===== config.mk =====
export PLATFORM = sky130hd
export DESIGN_NAME = rfa_bank
export DESIGN_NICKNAME = d
export VERILOG_FILES = /design/src/rfa_field.v /design/src/rfa_bank.v
export VERILOG_INCLUDE_DIRS = /design/src /design/src/src
export SDC_FILE = /design/constraint.sdc
export NUM_CORES = 1
export LEC_CHECK = 0
export BUFFER_PORTS_ARGS = -buffer_cell sky130_fd_sc_hd__buf_2
export CAP_MARGIN = 20
export CORE_MARGIN = 1
export CORE_UTILIZATION = 52
export DETAILED_ROUTE_END_ITERATION = 7
export PLACE_DENSITY = 0.81
export SLEW_MARGIN = 30
export SYNTH_ARGS = -nofsm -noshare
export SYNTH_HDL_FRONTEND = slang
export SYNTH_SLANG_ARGS = --single-unit

===== constraint.sdc =====
create_clock -name clk -period 2.7 [get_ports clk]
set_input_delay 0.675 -clock clk [delete_from_list [all_inputs] [get_ports clk]]
set_output_delay 0.675 -clock clk [all_outputs]
set_load 0.02 [all_outputs]

===== src/rfa_regs.vh =====
// register offsets, field positions, reset values and access codes for the policy bank
`ifndef RFA_REGS_VH
`define RFA_REGS_VH
// register byte offsets from the module base
`define RFA_OFF_CTRL 12'h000
`define RFA_OFF_STAT 12'h004
`define RFA_OFF_RWC 12'h008
`define RFA_OFF_ISR 12'h00c
`define RFA_OFF_ICLR 12'h010
`define RFA_OFF_SET 12'h014
`define RFA_OFF_ID 12'h018
`define RFA_OFF_EVT 12'h01c
// live field of each register but ICLR, which reuses the ISR mask; everything above reads zero
`define RFA_CTRL_MASK 32'h0000ffff
`define RFA_STAT_MASK 32'h000000ff
`define RFA_RWC_MASK 32'h0000ffff
`define RFA_ISR_MASK 32'h000000ff
`define RFA_SET_MASK 32'h000000ff
`define RFA_ID_MASK 32'h0000ffff
`define RFA_EVT_MASK 32'h000000ff
// reset values
`define RFA_CTRL_RST 32'h00000000
`define RFA_ID_VAL 32'h00005a5a
// module base address
`define RFA_BASE 32'h40000000
// access policy codes
`define RFA_POL_RO 3'h0
`define RFA_POL_RW 3'h1
`define RFA_POL_RC 3'h2
`define RFA_POL_RWC 3'h3
`define RFA_POL_RW1C 3'h4
`define RFA_POL_W1C 3'h5
`define RFA_POL_RW1S 3'h6
`define RFA_POL_NONE 3'h7
`endif


===== src/rfa_field.v =====
// one register cell applying a selectable software access policy
`timescale 1ns/1ps
module rfa_field #(
    parameter [2:0] POLICY = 3'h1,
    parameter [31:0] MASK = 32'h0000ffff,
    parameter [31:0] RESET_VAL = 32'h00000000
) (
    input wire clk,
    input wire resetn,
    input wire wrEn,
    input wire rdEn,
    input wire [31:0] wrData,
    input wire [31:0] hwSet,
    output wire [31:0] value
);
`include "rfa_regs.vh"
    reg [31:0] val_r;
    reg [31:0] val_nxt;
    assign value = val_r;
    // next value: hardware sets always win over any software clear
    always @* begin
        val_nxt = val_r;
        case (POLICY)
            `RFA_POL_RW: if (wrEn) val_nxt = wrData;
            `RFA_POL_RC: if (rdEn) val_nxt = 32'h00000000;
            `RFA_POL_RWC: if (wrEn) val_nxt = 32'h00000000;
            `RFA_POL_RW1C: if (wrEn) val_nxt = val_r & ~wrData;
            `RFA_POL_W1C: if (wrEn) val_nxt = val_r & ~wrData;
            `RFA_POL_RW1S: if (wrEn) val_nxt = val_r | wrData;
            default: val_nxt = val_r;
        endcase
        val_nxt = (val_nxt | hwSet) & MASK;
    end
    // storage with synchronous reset
    always @(posedge clk) begin
        if (!resetn) begin
            val_r <= RESET_VAL & MASK;
        end else begin
            val_r <= val_nxt;
        end
    end
endmodule


===== src/rfa_bank.v =====
// register bank showing each software access policy behind a generic port
//
// Notes on behaviour
// read-to-clear returns value, then clears itself
// software writes reset value into read-only
// any write clears the write-to-clear register
// write one clears bit, zero keeps it
// writing back read status clears only those
// write-only clear: ones clear, reads meaningless
// write one sets bit, zero keeps it
// reserved bits read as zero
// software preserves reserved bits on read-modify-write
// address equals module base plus offset
// read/write field stores and returns written value
`timescale 1ns/1ps
module rfa_bank (
    input wire clk,
    input wire resetn,
    input wire regWr,
    input wire regRd,
    input wire [31:0] regAddr,
    input wire [31:0] regWdata,
    input wire [7:0] hwStatus,
    input wire [15:0] hwCount,
    input wire [7:0] hwEvent,
    output reg [31:0] regRdata,
    output reg regErr,
    output reg [15:0] ctrlOut
);
`include "rfa_regs.vh"
    ////////////////////////////////////////////////////////////////////////
    // decode
    // map, byte offsets from the module base:
    //   0x000 control, read/write, bits 15:0
    //   0x004 status, cleared by its own read, bits 7:0
    //   0x008 event count, any write clears, bits 15:0
    //   0x00c interrupt status, write one to clear, bits 7:0
    //   0x010 interrupt clear, write only, bits 7:0
    //   0x014 flags, write one to set, bits 7:0
    //   0x018 identity, read only, bits 15:0
    //   0x01c live event lines, read only, bits 7:0
    // any other or misaligned address answers with regErr
    // offset decode from base, unmatched or misaligned yields 7, the last slot
    function [2:0] rfaSel;
        input [31:0] addr;
        reg [31:0] off;
        begin
            off = addr - `RFA_BASE;
            rfaSel = 3'h7;
            if (off[31:12] == 20'h00000 && off[1:0] == 2'h0 && off[11:5] == 7'h00) begin
                rfaSel = off[4:2];
            end
        end
    endfunction
    wire [2:0] sel;
    wire hit;
    wire [7:0] wrSel;
    wire [7:0] rdSel;
    // hit and sel must agree: sel alone lands stray addresses on the last slot
    assign sel = rfaSel(regAddr);
    assign hit = (regAddr - `RFA_BASE) < 32'h00000020 && regAddr[1:0] == 2'h0;
    genvar g;
    generate
        for (g = 0; g < 8; g = g + 1) begin : gSel
            assign wrSel[g] = regWr && hit && (sel == g);
            assign rdSel[g] = regRd && hit && (sel == g);
        end
    endgenerate
    ////////////////////////////////////////////////////////////////////////
    // hardware inputs pass two flops before use
    // the third event flop only feeds the edge detector, never the cells
    reg [7:0] stat1_r;
    reg [7:0] stat2_r;
    reg [15:0] cnt1_r;
    reg [15:0] cnt2_r;
    reg [7:0] evt1_r;
    reg [7:0] evt2_r;
    reg [7:0] evt3_r;
    always @(posedge clk) begin
        if (!resetn) begin
            stat1_r <= 8'h00;
            stat2_r <= 8'h00;
            cnt1_r <= 16'h0000;
            cnt2_r <= 16'h0000;
            evt1_r <= 8'h00;
            evt2_r <= 8'h00;
            evt3_r <= 8'h00;
        end else begin
            stat1_r <= hwStatus;
            stat2_r <= stat1_r;
            cnt1_r <= hwCount;
            cnt2_r <= cnt1_r;
            evt1_r <= hwEvent;
            evt2_r <= evt1_r;
            evt3_r <= evt2_r;
        end
    end
    // rising edge of each synchronised event line
    wire [7:0] evtPulse;
    assign evtPulse = evt2_r & ~evt3_r;
    ////////////////////////////////////////////////////////////////////////
    // policy cells
    wire [31:0] ctrlVal;
    wire [31:0] rcVal;
    wire [31:0] rwcVal;
    wire [31:0] isrVal;
    wire [31:0] iclrVal;
    wire [31:0] setVal;
    wire [31:0] isrPend;
    // plain read/write control steering ctrlOut
    rfa_field #(
        .POLICY(`RFA_POL_RW),
        .MASK(`RFA_CTRL_MASK),
        .RESET_VAL(`RFA_CTRL_RST)
    ) uCtrl (
        .clk(clk),
        .resetn(resetn),
        .wrEn(wrSel[0]),
        .rdEn(rdSel[0]),
        .wrData(regWdata),
        .hwSet(32'h00000000),
        .value(ctrlVal)
    );
    // read-to-clear status latching synchronised status highs
    rfa_field #(
        .POLICY(`RFA_POL_RC),
        .MASK(`RFA_STAT_MASK),
        .RESET_VAL(32'h00000000)
    ) uStat (
        .clk(clk),
        .resetn(resetn),
        .wrEn(wrSel[1]),
        .rdEn(rdSel[1]),
        .wrData(regWdata),
        .hwSet({24'h000000, stat2_r}),
        .value(rcVal)
    );
    // write-any-to-clear accumulator of counted events
    rfa_field #(
        .POLICY(`RFA_POL_RWC),
        .MASK(`RFA_RWC_MASK),
        .RESET_VAL(32'h00000000)
    ) uRwc (
        .clk(clk),
        .resetn(resetn),
        .wrEn(wrSel[2]),
        .rdEn(rdSel[2]),
        .wrData(regWdata),
        .hwSet({16'h0000, cnt2_r}),
        .value(rwcVal)
    );
    // readable write-one-to-clear interrupt status
    rfa_field #(
        .POLICY(`RFA_POL_RW1C),
        .MASK(`RFA_ISR_MASK),
        .RESET_VAL(32'h00000000)
    ) uIsr (
        .clk(clk),
        .resetn(resetn),
        .wrEn(wrSel[3]),
        .rdEn(rdSel[3]),
        .wrData(regWdata),
        .hwSet({24'h000000, evtPulse}),
        .value(isrVal)
    );
    // write-only clear port, set by the same events as the status store
    rfa_field #(
        .POLICY(`RFA_POL_W1C),
        .MASK(`RFA_ISR_MASK),
        .RESET_VAL(32'h00000000)
    ) uIclr (
        .clk(clk),
        .resetn(resetn),
        .wrEn(wrSel[4]),
        .rdEn(rdSel[4]),
        .wrData(regWdata),
        .hwSet({24'h000000, evtPulse}),
        .value(iclrVal)
    );
    // write-one-to-set flags
    rfa_field #(
        .POLICY(`RFA_POL_RW1S),
        .MASK(`RFA_SET_MASK),
        .RESET_VAL(32'h00000000)
    ) uSet (
        .clk(clk),
        .resetn(resetn),
        .wrEn(wrSel[5]),
        .rdEn(rdSel[5]),
        .wrData(regWdata),
        .hwSet(32'h00000000),
        .value(setVal)
    );
    // a status bit stays pending only while neither clear path has removed it
    assign isrPend = isrVal & iclrVal;
    ////////////////////////////////////////////////////////////////////////
    // read mux; reserved bits masked to zero
    reg [31:0] rdMux;
    always @* begin
        case (sel)
            3'h0: rdMux = ctrlVal & `RFA_CTRL_MASK;
            3'h1: rdMux = rcVal & `RFA_STAT_MASK;
            3'h2: rdMux = rwcVal & `RFA_RWC_MASK;
            3'h3: rdMux = isrPend & `RFA_ISR_MASK;
            3'h4: rdMux = 32'h00000000;
            3'h5: rdMux = setVal & `RFA_SET_MASK;
            3'h6: rdMux = `RFA_ID_VAL & `RFA_ID_MASK;
            3'h7: rdMux = {24'h000000, evt2_r} & `RFA_EVT_MASK;
            default: rdMux = 32'h00000000;
        endcase
    end
    // registered read data, error flag and control output
    // read data is zero outside a read so a stale value never lingers
    always @(posedge clk) begin
        if (!resetn) begin
            regRdata <= 32'h00000000;
            regErr <= 1'b0;
            ctrlOut <= 16'h0000;
        end else begin
            regRdata <= (regRd && hit) ? rdMux : 32'h00000000;
            regErr <= (regRd || regWr) && !hit;
            ctrlOut <= ctrlVal[15:0];
        end
    end
endmodule


==> results of run 1 <==
[final cells by class]
class | instances | share of cell area (%)
Clock buffer | 20 | 6.43
Clock inverter | 11 | 2.06
Multi-Input combinational cell | 371 | 30.3
Inverter | 30 | 1.58
Tap cell | 140 | 2.46
Timing Repair Buffer | 129 | 9.58
Sequential cell | 169 | 47.6
[logic make-up after synthesis]
group,after synthesis
simple gates,201
flops,169
compound gates,149
buf+inv,85
mux,5
other cells,1
[cell usage in the layout, fill, tap and decap left out, drive strengths merged, types with 2 or more instances in the layout]
master,n
a21o,4
a21oi,40
a221oi,4
a31oi,16
a32o,11
a32oi,4
and2,89
buf,129
bufinv,3
clkbuf,20
clkinv,5
clkinvlp,2
conb,16
dfxtp,169
inv,31
mux2i,5
nand2,47
nand2b,4
nand3,2
nand4,2
nor2,14
nor2b,24
nor3,7
nor4,5
o21ai,65
o22ai,4
[flip-flops by register name, summed over array words and instances (netlist names)]
signal       cells
evt2_r           8
stat1_r          8
ctrlOut         16
cnt1_r          16
evt3_r           8
cnt2_r          16
uCtrl.value     16
uIclr.value      8
uStat.value      8
evt1_r           8
uRwc.value      16
regErr           1
uSet.value       8
uIsr.value       8
stat2_r          8
regRdata        16
[metal layers]
metal / share of wire, % / wire (um) / vias to the layer above / track usage [%]
li1: - / - / 2223 / -
met1: 41 / 5070 / 2021 / 24.9
met2: 48 / 5990 / 197 / 36.8
met3: 7.2 / 895 / 38 / 5.97
met4: 4.2 / 522 / 0 / 13.9
met5: 0 / 0 / - / 0
[worst paths after layout]
| kind | from | to | slack (ns) | cells past startpoint |
|---|---|---|---|---|
| worst max register to register | uIclr.value[4] | regRdata[4] | 1.42 | 3 |
| worst min register to register | evt1_r[4] | evt2_r[4] | 0.43 | 1 |
| worst min-delay path | evt1_r[4] | evt2_r[4] | 0.43 | 1 |
| worst max-delay path | regAddr[14] | uCtrl.value[12] | 0.68 | 6 |
[power groups by stage]
stage | Sequential [mW] | Clock, mW | Combinational, mW
final | 2.61 | 2.42 | 0.285
after global routing | 2.61 | 2.58 | 0.317
after floorplan | 2.65 | 0 | 0.191
after CTS | 2.61 | 2.47 | 0.284
after global placement | 2.66 | 0 | 0.270
after detailed placement | 2.66 | 0 | 0.282
[per-stage QoR]
step	utilization, %	hold WS (ns)
global placement	59.5	0.417
detailed placement	59.5	0.418
floorplan	-	0.412
global route	65.0	0.450
CTS	65.0	0.431
finish	65.0	0.431
==> metrics.txt, run 1 <==
WL per Instance roughly 14 um; number of global-route vias before repair approximately 4,300; total congestion overflow 0; max incr delay on CP 0.76 ns; Synth Area in Adders 0%; fin nets about 820; setup slack at placement approximately 0.2 ns; Skew-Pair Late Insertion Delay between 0.4 and 0.5 ns; RSZ-0062 raised after global routing no; EDFF count, synth 0; total power 5.32 mW; CTS sink count approximately 170; worst path cell trace buf_2 -> nor4_1 -> nand4_1 -> or4_4 -> nand2_1 -> o21ai_2; # diodes 0; gr usage total ~22%; fill cell count 880; largest net degree at the start of global routing 56; crit-path leading delay family simple AND/OR/NAND/NOR gates; Max Clk Rate 0.495 GHz; sw frac 21.1%; fin cells 870; Die ar. 11,800 um2; synth warn 0; Worst Setup Start Kind primary input; area share of and/or/nand/nor cells after synthesis 19.0%; clk slew on worst S/H paths roughly 0.060 ns; CP Capture Type register; Die Ht ~110 um; Post-Syn Instances 610; max-cap violations 0; cts bufs inserted 17; P_int ~4.2 mW; first-pass iteration count of the detailed router 8; final setup vio count 0; Hold Crit Class register to register; Slowest-stage cell, CP or4_4; GP Congestion about 0.81; Seq pwr share roughly half; DP Wirelength ~8.9 mm; Net Sw Power 1.12 mW; combinational share of power approximately 5.4%; Rows 38; critical-path maximum fanout 32; core box area around 11,000 um2; critical path required time ~3 ns; worst setup path category primary input to register; Fin. Hold Viols 0; Post-route DRC 0; 1st-iter DRT viols between 150 and 200; CTS tree built; multiplexer share of the synthesized area 0.849%; Tmin final about 2 ns; sequential cell area fraction in the yosys report 57.4%; # hold bufs at CTS 0; antenna viol nets, final 0; Avg Synthesized Cell Area 9.67 um2; Syn Std Cell Area 5900 um2; initial antenna violation count 0; top cells by count, synth dfxtp_1, and2_1, o21ai_0, nand2_1, a21oi_1; post-CTS sizing 0; post-synthesis register bit count ~170; area of placed instances approximately 6500 um2; XOR/XNOR Fraction of Synth Area 0%; compound-cell area share of the yosys netlist between 10% and 20%; Die Width around 110 um; largest family of logic cells by synthesized area simple AND/OR/NAND/NOR gates; via-per-instance ratio approximately 5.1; fin crit share between 70% and 80%; largest area contributor in the netlist dfxtp_1; Area growth, synth to finish 20.5%; layout cell share with drive strength beyond 1 24.1%; dpl cells 839; peak supply drop 0.000361 V; synth unique cells 37; ys flop type dfxtp_1; final setup margin between 0.6 and 0.7 ns; num ports about 150; area of the multi-input gates approximately 2200 um2; Port-buffer cells 116; Max Buffers Root-to-Sink 2; top post-synthesis cells by area dfxtp_1, and2_1, o21ai_0, a21oi_1, nand2_1; WP buf/inv 1; clock skew 0.00751 ns; outcome complete, no violations; top cell type's share of synthesized area 57.4%; first-pass GRT wire length approximately 20 mm; Max-slew headroom 54.1%; Lkg Pwr between 3 and 4 nW; vias 4,479; design area between 7000 and 8000 um2; final WL roughly 12 mm; setup bufs post-CTS 0; Final Max Slew Viols 0; FF+latch area roughly 3400 um2; count leader, synth dfxtp_1; H-tree Lvls 4; worst-margin pin slew slightly below 0.7 ns; CTS Root Cell clkbuf_16; Clk pwr share around 46%; asr flop ratio synth 0%; setup_tns 0 ns; Critical Path AT 2.31 ns; Initial Util a little over half; pwr dens between 700 and 800 nW/um2
Power figures use the tool's default switching activity.
==> inputs of run 2 (changes only) <==
==> constraint.sdc (replaced) <==
create_clock -name clk -period 2 [get_ports clk]
set_input_delay 0.5 -clock clk [delete_from_list [all_inputs] [get_ports clk]]
set_output_delay 0.5 -clock clk [all_outputs]
set_load 0.02 [all_outputs]
==> run 2 against run 1 <==
Flip-flop and latch count stayed put. Via count is 1.5% higher. Sequential share of layout area down 0.90 points. Utilization up 1.3 points. Clock skew is 0.0031 ns higher. Register-to-register slack worse by 0.65 ns. Power up 35%. Critical path depth up 1. Die area is the same. Combinational power grew 40%. Clock power increased by 36%. Wire length up 2.1%.
==> metrics.txt, run 2 (synthesized netlist as in run 1, its figures left out) <==
worst setup path category primary input to register; worst path cell trace buf_2 -> nor4_1 -> nand4_1 -> or4_4 -> buf_12 -> nand2_1 -> o21ai_2; first-pass iteration count of the detailed router 5 (-3); dpl cells 847 (+0.95%); layout cell share with drive strength beyond 1 25.2% (+1.1 points); clock skew 0.0106 ns (+0.00306 ns); Port-buffer cells 116 (unchanged); max incr delay on CP 0.57 ns (-0.19 ns); Skew-Pair Late Insertion Delay 0.43 ns (about the same); CTS Root Cell clkbuf_16; critical path required time 2.33 ns (-0.66 ns); gr usage total 22.8% (+0.70 points); initial antenna violation count 0 (unchanged); largest net degree at the start of global routing 64 (+14%); total power 7.20 mW (+35%); Max Clk Rate 0.590 GHz; Final Util 66.2% (+1.3 points); # diodes 0 (unchanged); antenna viol nets, final 0 (unchanged); total congestion overflow 0 (unchanged); RSZ-0062 raised after global routing no; Final Max Slew Viols 0 (unchanged); clk slew on worst S/H paths 0.07 ns (about the same); outcome complete, no violations; via-per-instance ratio 5.17 (+0.43%); setup bufs post-CTS 0 (unchanged); Rows 38 (unchanged); 1st-iter DRT viols 232 (+42%); GR Layer Usage met2 39.2% (+2.3 points); number of global-route vias before repair 4,362 (+2.6%); met1 Use GR 25.6% (+0.74 points); peak supply drop 0.000535 V (+48%); Lkg Pwr 3.13 nW (+2.3%); Tmin final roughly 1.7 ns; commonest non-fill, non-tap cell in the layout dfxtp_1; Slowest-stage cell, CP or4_4; WL per Instance 14.5 um (+1.1%); fin cells 879 (+1.0%); Hold Crit Class primary input to register; CTS sink count 169 (unchanged); Initial Util 53.9% (unchanged); Die Width 108 um (unchanged); fin nets 826 (+0.98%); final setup margin 0.305 ns (-0.376 ns); CTS tree built; worst hold slack 0.271 ns (-0.160 ns); fill cell count 848 (-3.6%); Max-slew headroom 54.3% (+0.16 points); max-cap violations 0 (unchanged); Area growth, synth to finish 22.9%; vias 4,545 (+1.5%); Worst Setup Start Kind primary input; GP Congestion 0.892 (+10%); Max Buffers Root-to-Sink 2 (unchanged); commonest cells after routing, fill and taps aside dfxtp_1, buf_2, and2_1; setup slack at placement -0.158 ns (-0.362 ns); core box area 10,900 um2 (unchanged); Post-route DRC 0 (unchanged); post-CTS sizing 0 (unchanged); cts bufs inserted 17 (unchanged); # hold bufs at CTS 0 (unchanged); fin crit share a little over four fifths; first-pass GRT wire length 20.2 mm (+3.6%); FF-to-FF setup slack 0.77 ns (-0.65 ns); pwr dens 994 nW/um2 (+33%); global routing usage on met3 6.63% (+0.66 points); critical-path maximum fanout 16 (-50%); Die Ht 108 um (unchanged); Critical Path AT 2.02 ns (-0.29 ns); H-tree Lvls 4 (unchanged); GRT busiest layer met2; Die ar. 11,800 um2 (unchanged); final setup vio count 0 (unchanged); num ports 149 (unchanged); Fin. Hold Viols 0 (unchanged); worst-margin pin slew 0.684 ns (-0.00234 ns); DP Wirelength 9.04 mm (+1.4%); CP Capture Type register; final WL 12.7 mm (+2.1%)
## run 2: final timing paths
check / startpoint / to / cells after the start
worst max-delay path: regAddr[22] / uCtrl.value[12] / 7
worst max register to register: uIclr.value[4] / regRdata[4] / 3
worst min-delay path: hwCount[4] / cnt1_r[4] / 2
worst min register to register: evt1_r[5] / evt2_r[5] / 1
## run 2: power breakdown
group / internal, mW / total (mW) / switching, mW / leakage [nW]
Combinational: 0.174 / 0.398 / 0.224 / 1.45
Sequential: 3.47 / 3.52 / 0.0472 / 1.38
Clock: 1.79 / 3.28 / 1.49 / 0.298
Total: 5.44 / 7.20 / 1.76 / 3.13
## run 2: through the flow
stage / cell area (um2) / setup TNS [ns]
floorplan: 5950 / 0
global placement: 6640 / -1.14
detailed placement: 6640 / -5.28
CTS: 7240 / 0
global route: 7240 / 0
finish: 7240 / 0
## run 2: layout make-up
class	instances	area (um2)	area share, %
Tap cell	140	175	2.42
Clock inverter	15	180	2.49
Clock buffer	17	425	5.87
Inverter	30	113	1.55
Sequential cell	169	3380	46.7
Multi-Input combinational cell	371	2150	29.7
Timing Repair Buffer	137	816	11.3
## run 2: critical path, delay by kind of cell
kind	cells	cell delay (ns)
AOI/OAI and AO/OA	1	0.05
buffers and inverters	2	0.27
and+or+nand+nor	4	1.19
## run 2: metal layers
layer | vias to the layer above | part of all wire (%)
li1 | 2242 | -
met1 | 2078 | 40
met2 | 197 | 50
met3 | 28 | 7.4
met4 | 0 | 2.6
met5 | - | 0
==> inputs of run 3 (changes only) <==
--- a/config.mk
+++ b/config.mk
@@ -6,12 +6,13 @@
 export SDC_FILE = /design/constraint.sdc
 export NUM_CORES = 1
 export LEC_CHECK = 0
+export ABC_AREA = 1
 export BUFFER_PORTS_ARGS = -buffer_cell sky130_fd_sc_hd__buf_2
 export CAP_MARGIN = 20
 export CORE_MARGIN = 1
-export CORE_UTILIZATION = 52
+export CORE_UTILIZATION = 48
 export DETAILED_ROUTE_END_ITERATION = 7
-export PLACE_DENSITY = 0.81
+export PLACE_DENSITY = 0.78
 export SLEW_MARGIN = 30
 export SYNTH_ARGS = -nofsm -noshare
 export SYNTH_HDL_FRONTEND = slang
==> constraint.sdc (replaced) <==
create_clock -name clk -period 1.41 [get_ports clk]
set_input_delay 0.3525 -clock clk [delete_from_list [all_inputs] [get_ports clk]]
set_output_delay 0.3525 -clock clk [all_outputs]
set_load 0.02 [all_outputs]
==> run 3 against run 2 <==
Die area increased by 17%. The flow now finishes with violations (setup timing). Wire length up 10%. Clock skew is 0.0032 ns lower. Worst hold slack got worse by 0.17 ns.
==> metrics.txt, run 3 <==
area share of and/or/nand/nor cells after synthesis 25.9% (+6.9 points); largest area contributor in the netlist dfxtp_1; CTS sink count 169 (unchanged); Skew-Pair Late Insertion Delay 0.42 ns (about the same); Lkg Pwr 4.27 nW (+36%); multiplexer share of the synthesized area 0% (-0.85 points); post-synthesis register bit count 169 (unchanged); Slowest-stage cell, CP nand4_1; top cell type's share of synthesized area 53.1% (-4.3 points); GP Congestion 0.933 (+4.7%); Die Width 117 um (+8.0%); vias 5,333 (+17%); antenna viol nets, final 0 (unchanged); Tmin final roughly 1.5 ns; EDFF count, synth 0 (unchanged); Area growth, synth to finish 29.3%; CTS Root Cell clkbuf_16; Avg Synthesized Cell Area 7.65 um2 (-21%); critical-path maximum fanout 6 (-10); commonest non-fill, non-tap cell in the layout nand2_1; failing checks setup timing; Final Max Slew Viols 0 (unchanged); WL per Instance 12.1 um (-17%); area of placed instances 7400 um2 (+11%); 1st-iter DRT viols 290 (+25%); peak supply drop 0.000845 V (+58%); DP Wirelength 9.56 mm (+5.8%); clock skew 0.00740 ns (-0.00318 ns); Rows 41 (+7.9%); layout cell share with drive strength beyond 1 27.7% (+2.6 points); top cells by count, synth nand2_1, dfxtp_1, inv_1, nor2_1, a21oi_1; final WL 14.0 mm (+10%); top post-synthesis cells by area dfxtp_1, nand2_1, inv_1, nor2_1, a21oi_1; fin cells 1,163 (+32%); dpl cells 1,129 (+33%); CP Capture Type register; via-per-instance ratio 4.59 (-11%); Die Ht 117 um (+8.0%); largest family of logic cells by synthesized area simple AND/OR/NAND/NOR gates; final setup vio count 19 (+19); XOR/XNOR Fraction of Synth Area 0% (unchanged); Worst Setup Start Kind primary input; sequential cell area fraction in the yosys report 53.1% (-4.3 points); synth unique cells 31 (-16%); Initial Util 49.9% (-4.1 points); Final Util 64.5% (-1.8 points); Fin. Hold Viols 0 (unchanged); number of global-route vias before repair 4,750 (+8.9%); pwr dens 1220 nW/um2 (+22%); commonest cells after routing, fill and taps aside nand2_1, dfxtp_1, inv_1; Post-Syn Instances 833 (+37%); max-cap violations 0 (unchanged); # hold bufs at CTS 0 (unchanged); compound-cell area share of the yosys netlist 8.00% (-7.6 points); design area 8230 um2 (+14%); Hold Crit Class primary input to register; outcome complete, but fails checks; cts bufs inserted 17 (unchanged); clk slew on worst S/H paths 0.06 ns (about the same); synth warn 0 (unchanged); Max Buffers Root-to-Sink 2 (unchanged); Syn Std Cell Area 6370 um2 (+8.0%); Port-buffer cells 116 (unchanged); total congestion overflow 0 (unchanged); Post-route DRC 0 (unchanged); Max Clk Rate between 0.6 and 0.7 GHz; Die ar. 13,700 um2 (+17%); initial antenna violation count 0 (unchanged); fin nets 1,081 (+31%); asr flop ratio synth 0% (unchanged); first-pass iteration count of the detailed router 5 (unchanged); ys flop type dfxtp_1; H-tree Lvls 4 (unchanged); Critical Path AT 1.82 ns (-0.20 ns); largest net degree at the start of global routing 58 (-9.4%); num ports 149 (unchanged); first-pass GRT wire length 21.6 mm (+6.8%); fill cell count 1,086 (+28%); RSZ-0062 raised after global routing yes; Synth Area in Adders 0% (unchanged); worst path cell trace buf_6 -> buf_4 -> nor2_2 -> nand3_2 -> inv_2 -> nand2_4 -> nor2_8 -> nand4_1 -> nor2_1 -> nor2_2 -> nand3_1 -> nand2_1 -> inv_2; FF-to-FF setup slack 0.42 ns (-0.35 ns); critical path required time 1.78 ns (-0.55 ns); worst setup path category primary input to register; # diodes 0 (unchanged); final setup margin -0.0427 ns (-0.348 ns); total power 10.0 mW (+39%); count leader, synth nand2_1; max incr delay on CP 0.25 ns (-0.32 ns); fin crit share 103%; core box area 12,800 um2 (+17%); CTS tree built; gr usage total 21.0% (-1.8 points)
## run 3: changes by cell type after synthesis, sizes merged, moves of 13 or more
cell	previous run	this run
a21oi	40	57
a31oi	16	0
and2	89	0
clkbuf	30	17
inv	30	151
nand2	47	185
nand3	2	33
nor2	14	152
nor2b	24	0
o21ai	65	27
## run 3: worst paths after layout
check	start	endpoint	depth (start not counted)
worst max register to register	uStat.value[5]	regRdata[5]	6
worst max-delay path	regAddr[15]	regRdata[7]	13
worst min register to register	evt1_r[3]	evt2_r[3]	2
worst min-delay path	hwEvent[7]	evt1_r[7]	3
## run 3: timing repair
action / 4_1_cts / 5_1_grt
cloned: 0 / 1
hold endpoints to repair: 0 / 0
resized for setup: 12 / 49
endpoints found under the setup margin: 55 / 80
pin swaps: 10 / 38
setup buffers: 2 / 2
## run 3: logic make-up after synthesis
| family | count (synthesis) |
|---|---|
| AND/OR/NAND/NOR | 381 |
| buffers and inverters | 193 |
| flip-flops | 169 |
| AO/OA/AOI/OAI | 89 |
| other | 1 |
## run 3: power breakdown
group | total, mW | switching (mW) | leakage, nW | internal [mW]
registers | 5.00 | 0.0736 | 1.38 | 4.93
clock network | 4.37 | 1.75 | 0.262 | 2.62
logic | 0.630 | 0.360 | 2.62 | 0.270
total | 10.0 | 2.18 | 4.27 | 7.83
## run 3: per-layer routing
layer / share of wire, % / GRT usage (%) / vias up
li1: - / - / 2769
met3: 7.0 / 4.74 / 30
met1: 42 / 25.3 / 2331
met2: 48 / 35.6 / 203
met4: 2.7 / 9.70 / 0
met5: 0 / 0 / -
## run 3: through the flow
| stage | hold slack, ns | TNS [ns] | worst slack, ns |
|---|---|---|---|
| CTS | 0.0964 | -0.00325 | -0.00325 |
| global placement | 0.394 | -34.49 | -0.499 |
| detailed placement | 0.395 | -37.05 | -0.559 |
| floorplan | 0.390 | -10.70 | -0.227 |
| global route | 0.114 | -4.36 | -0.128 |
| finish | 0.106 | -0.208 | -0.0427 |
## run 3: area by class of cell
cell class | instances | area [um2] | area share [%]
sequential | 169 | 3380 | 41.1
timing repair buffer | 153 | 993 | 12.1
inverter | 153 | 589 | 7.16
clock inverter | 7 | 97.6 | 1.19
tap | 172 | 215 | 2.61
clock buffer | 22 | 454 | 5.52
multi-input combinational | 487 | 2500 | 30.4
## run 3: critical path, delay by kind of cell
kind | cells | cell delay (ns)
and+or+nand+nor | 9 | 1.11
buffers and inverters | 4 | 0.36
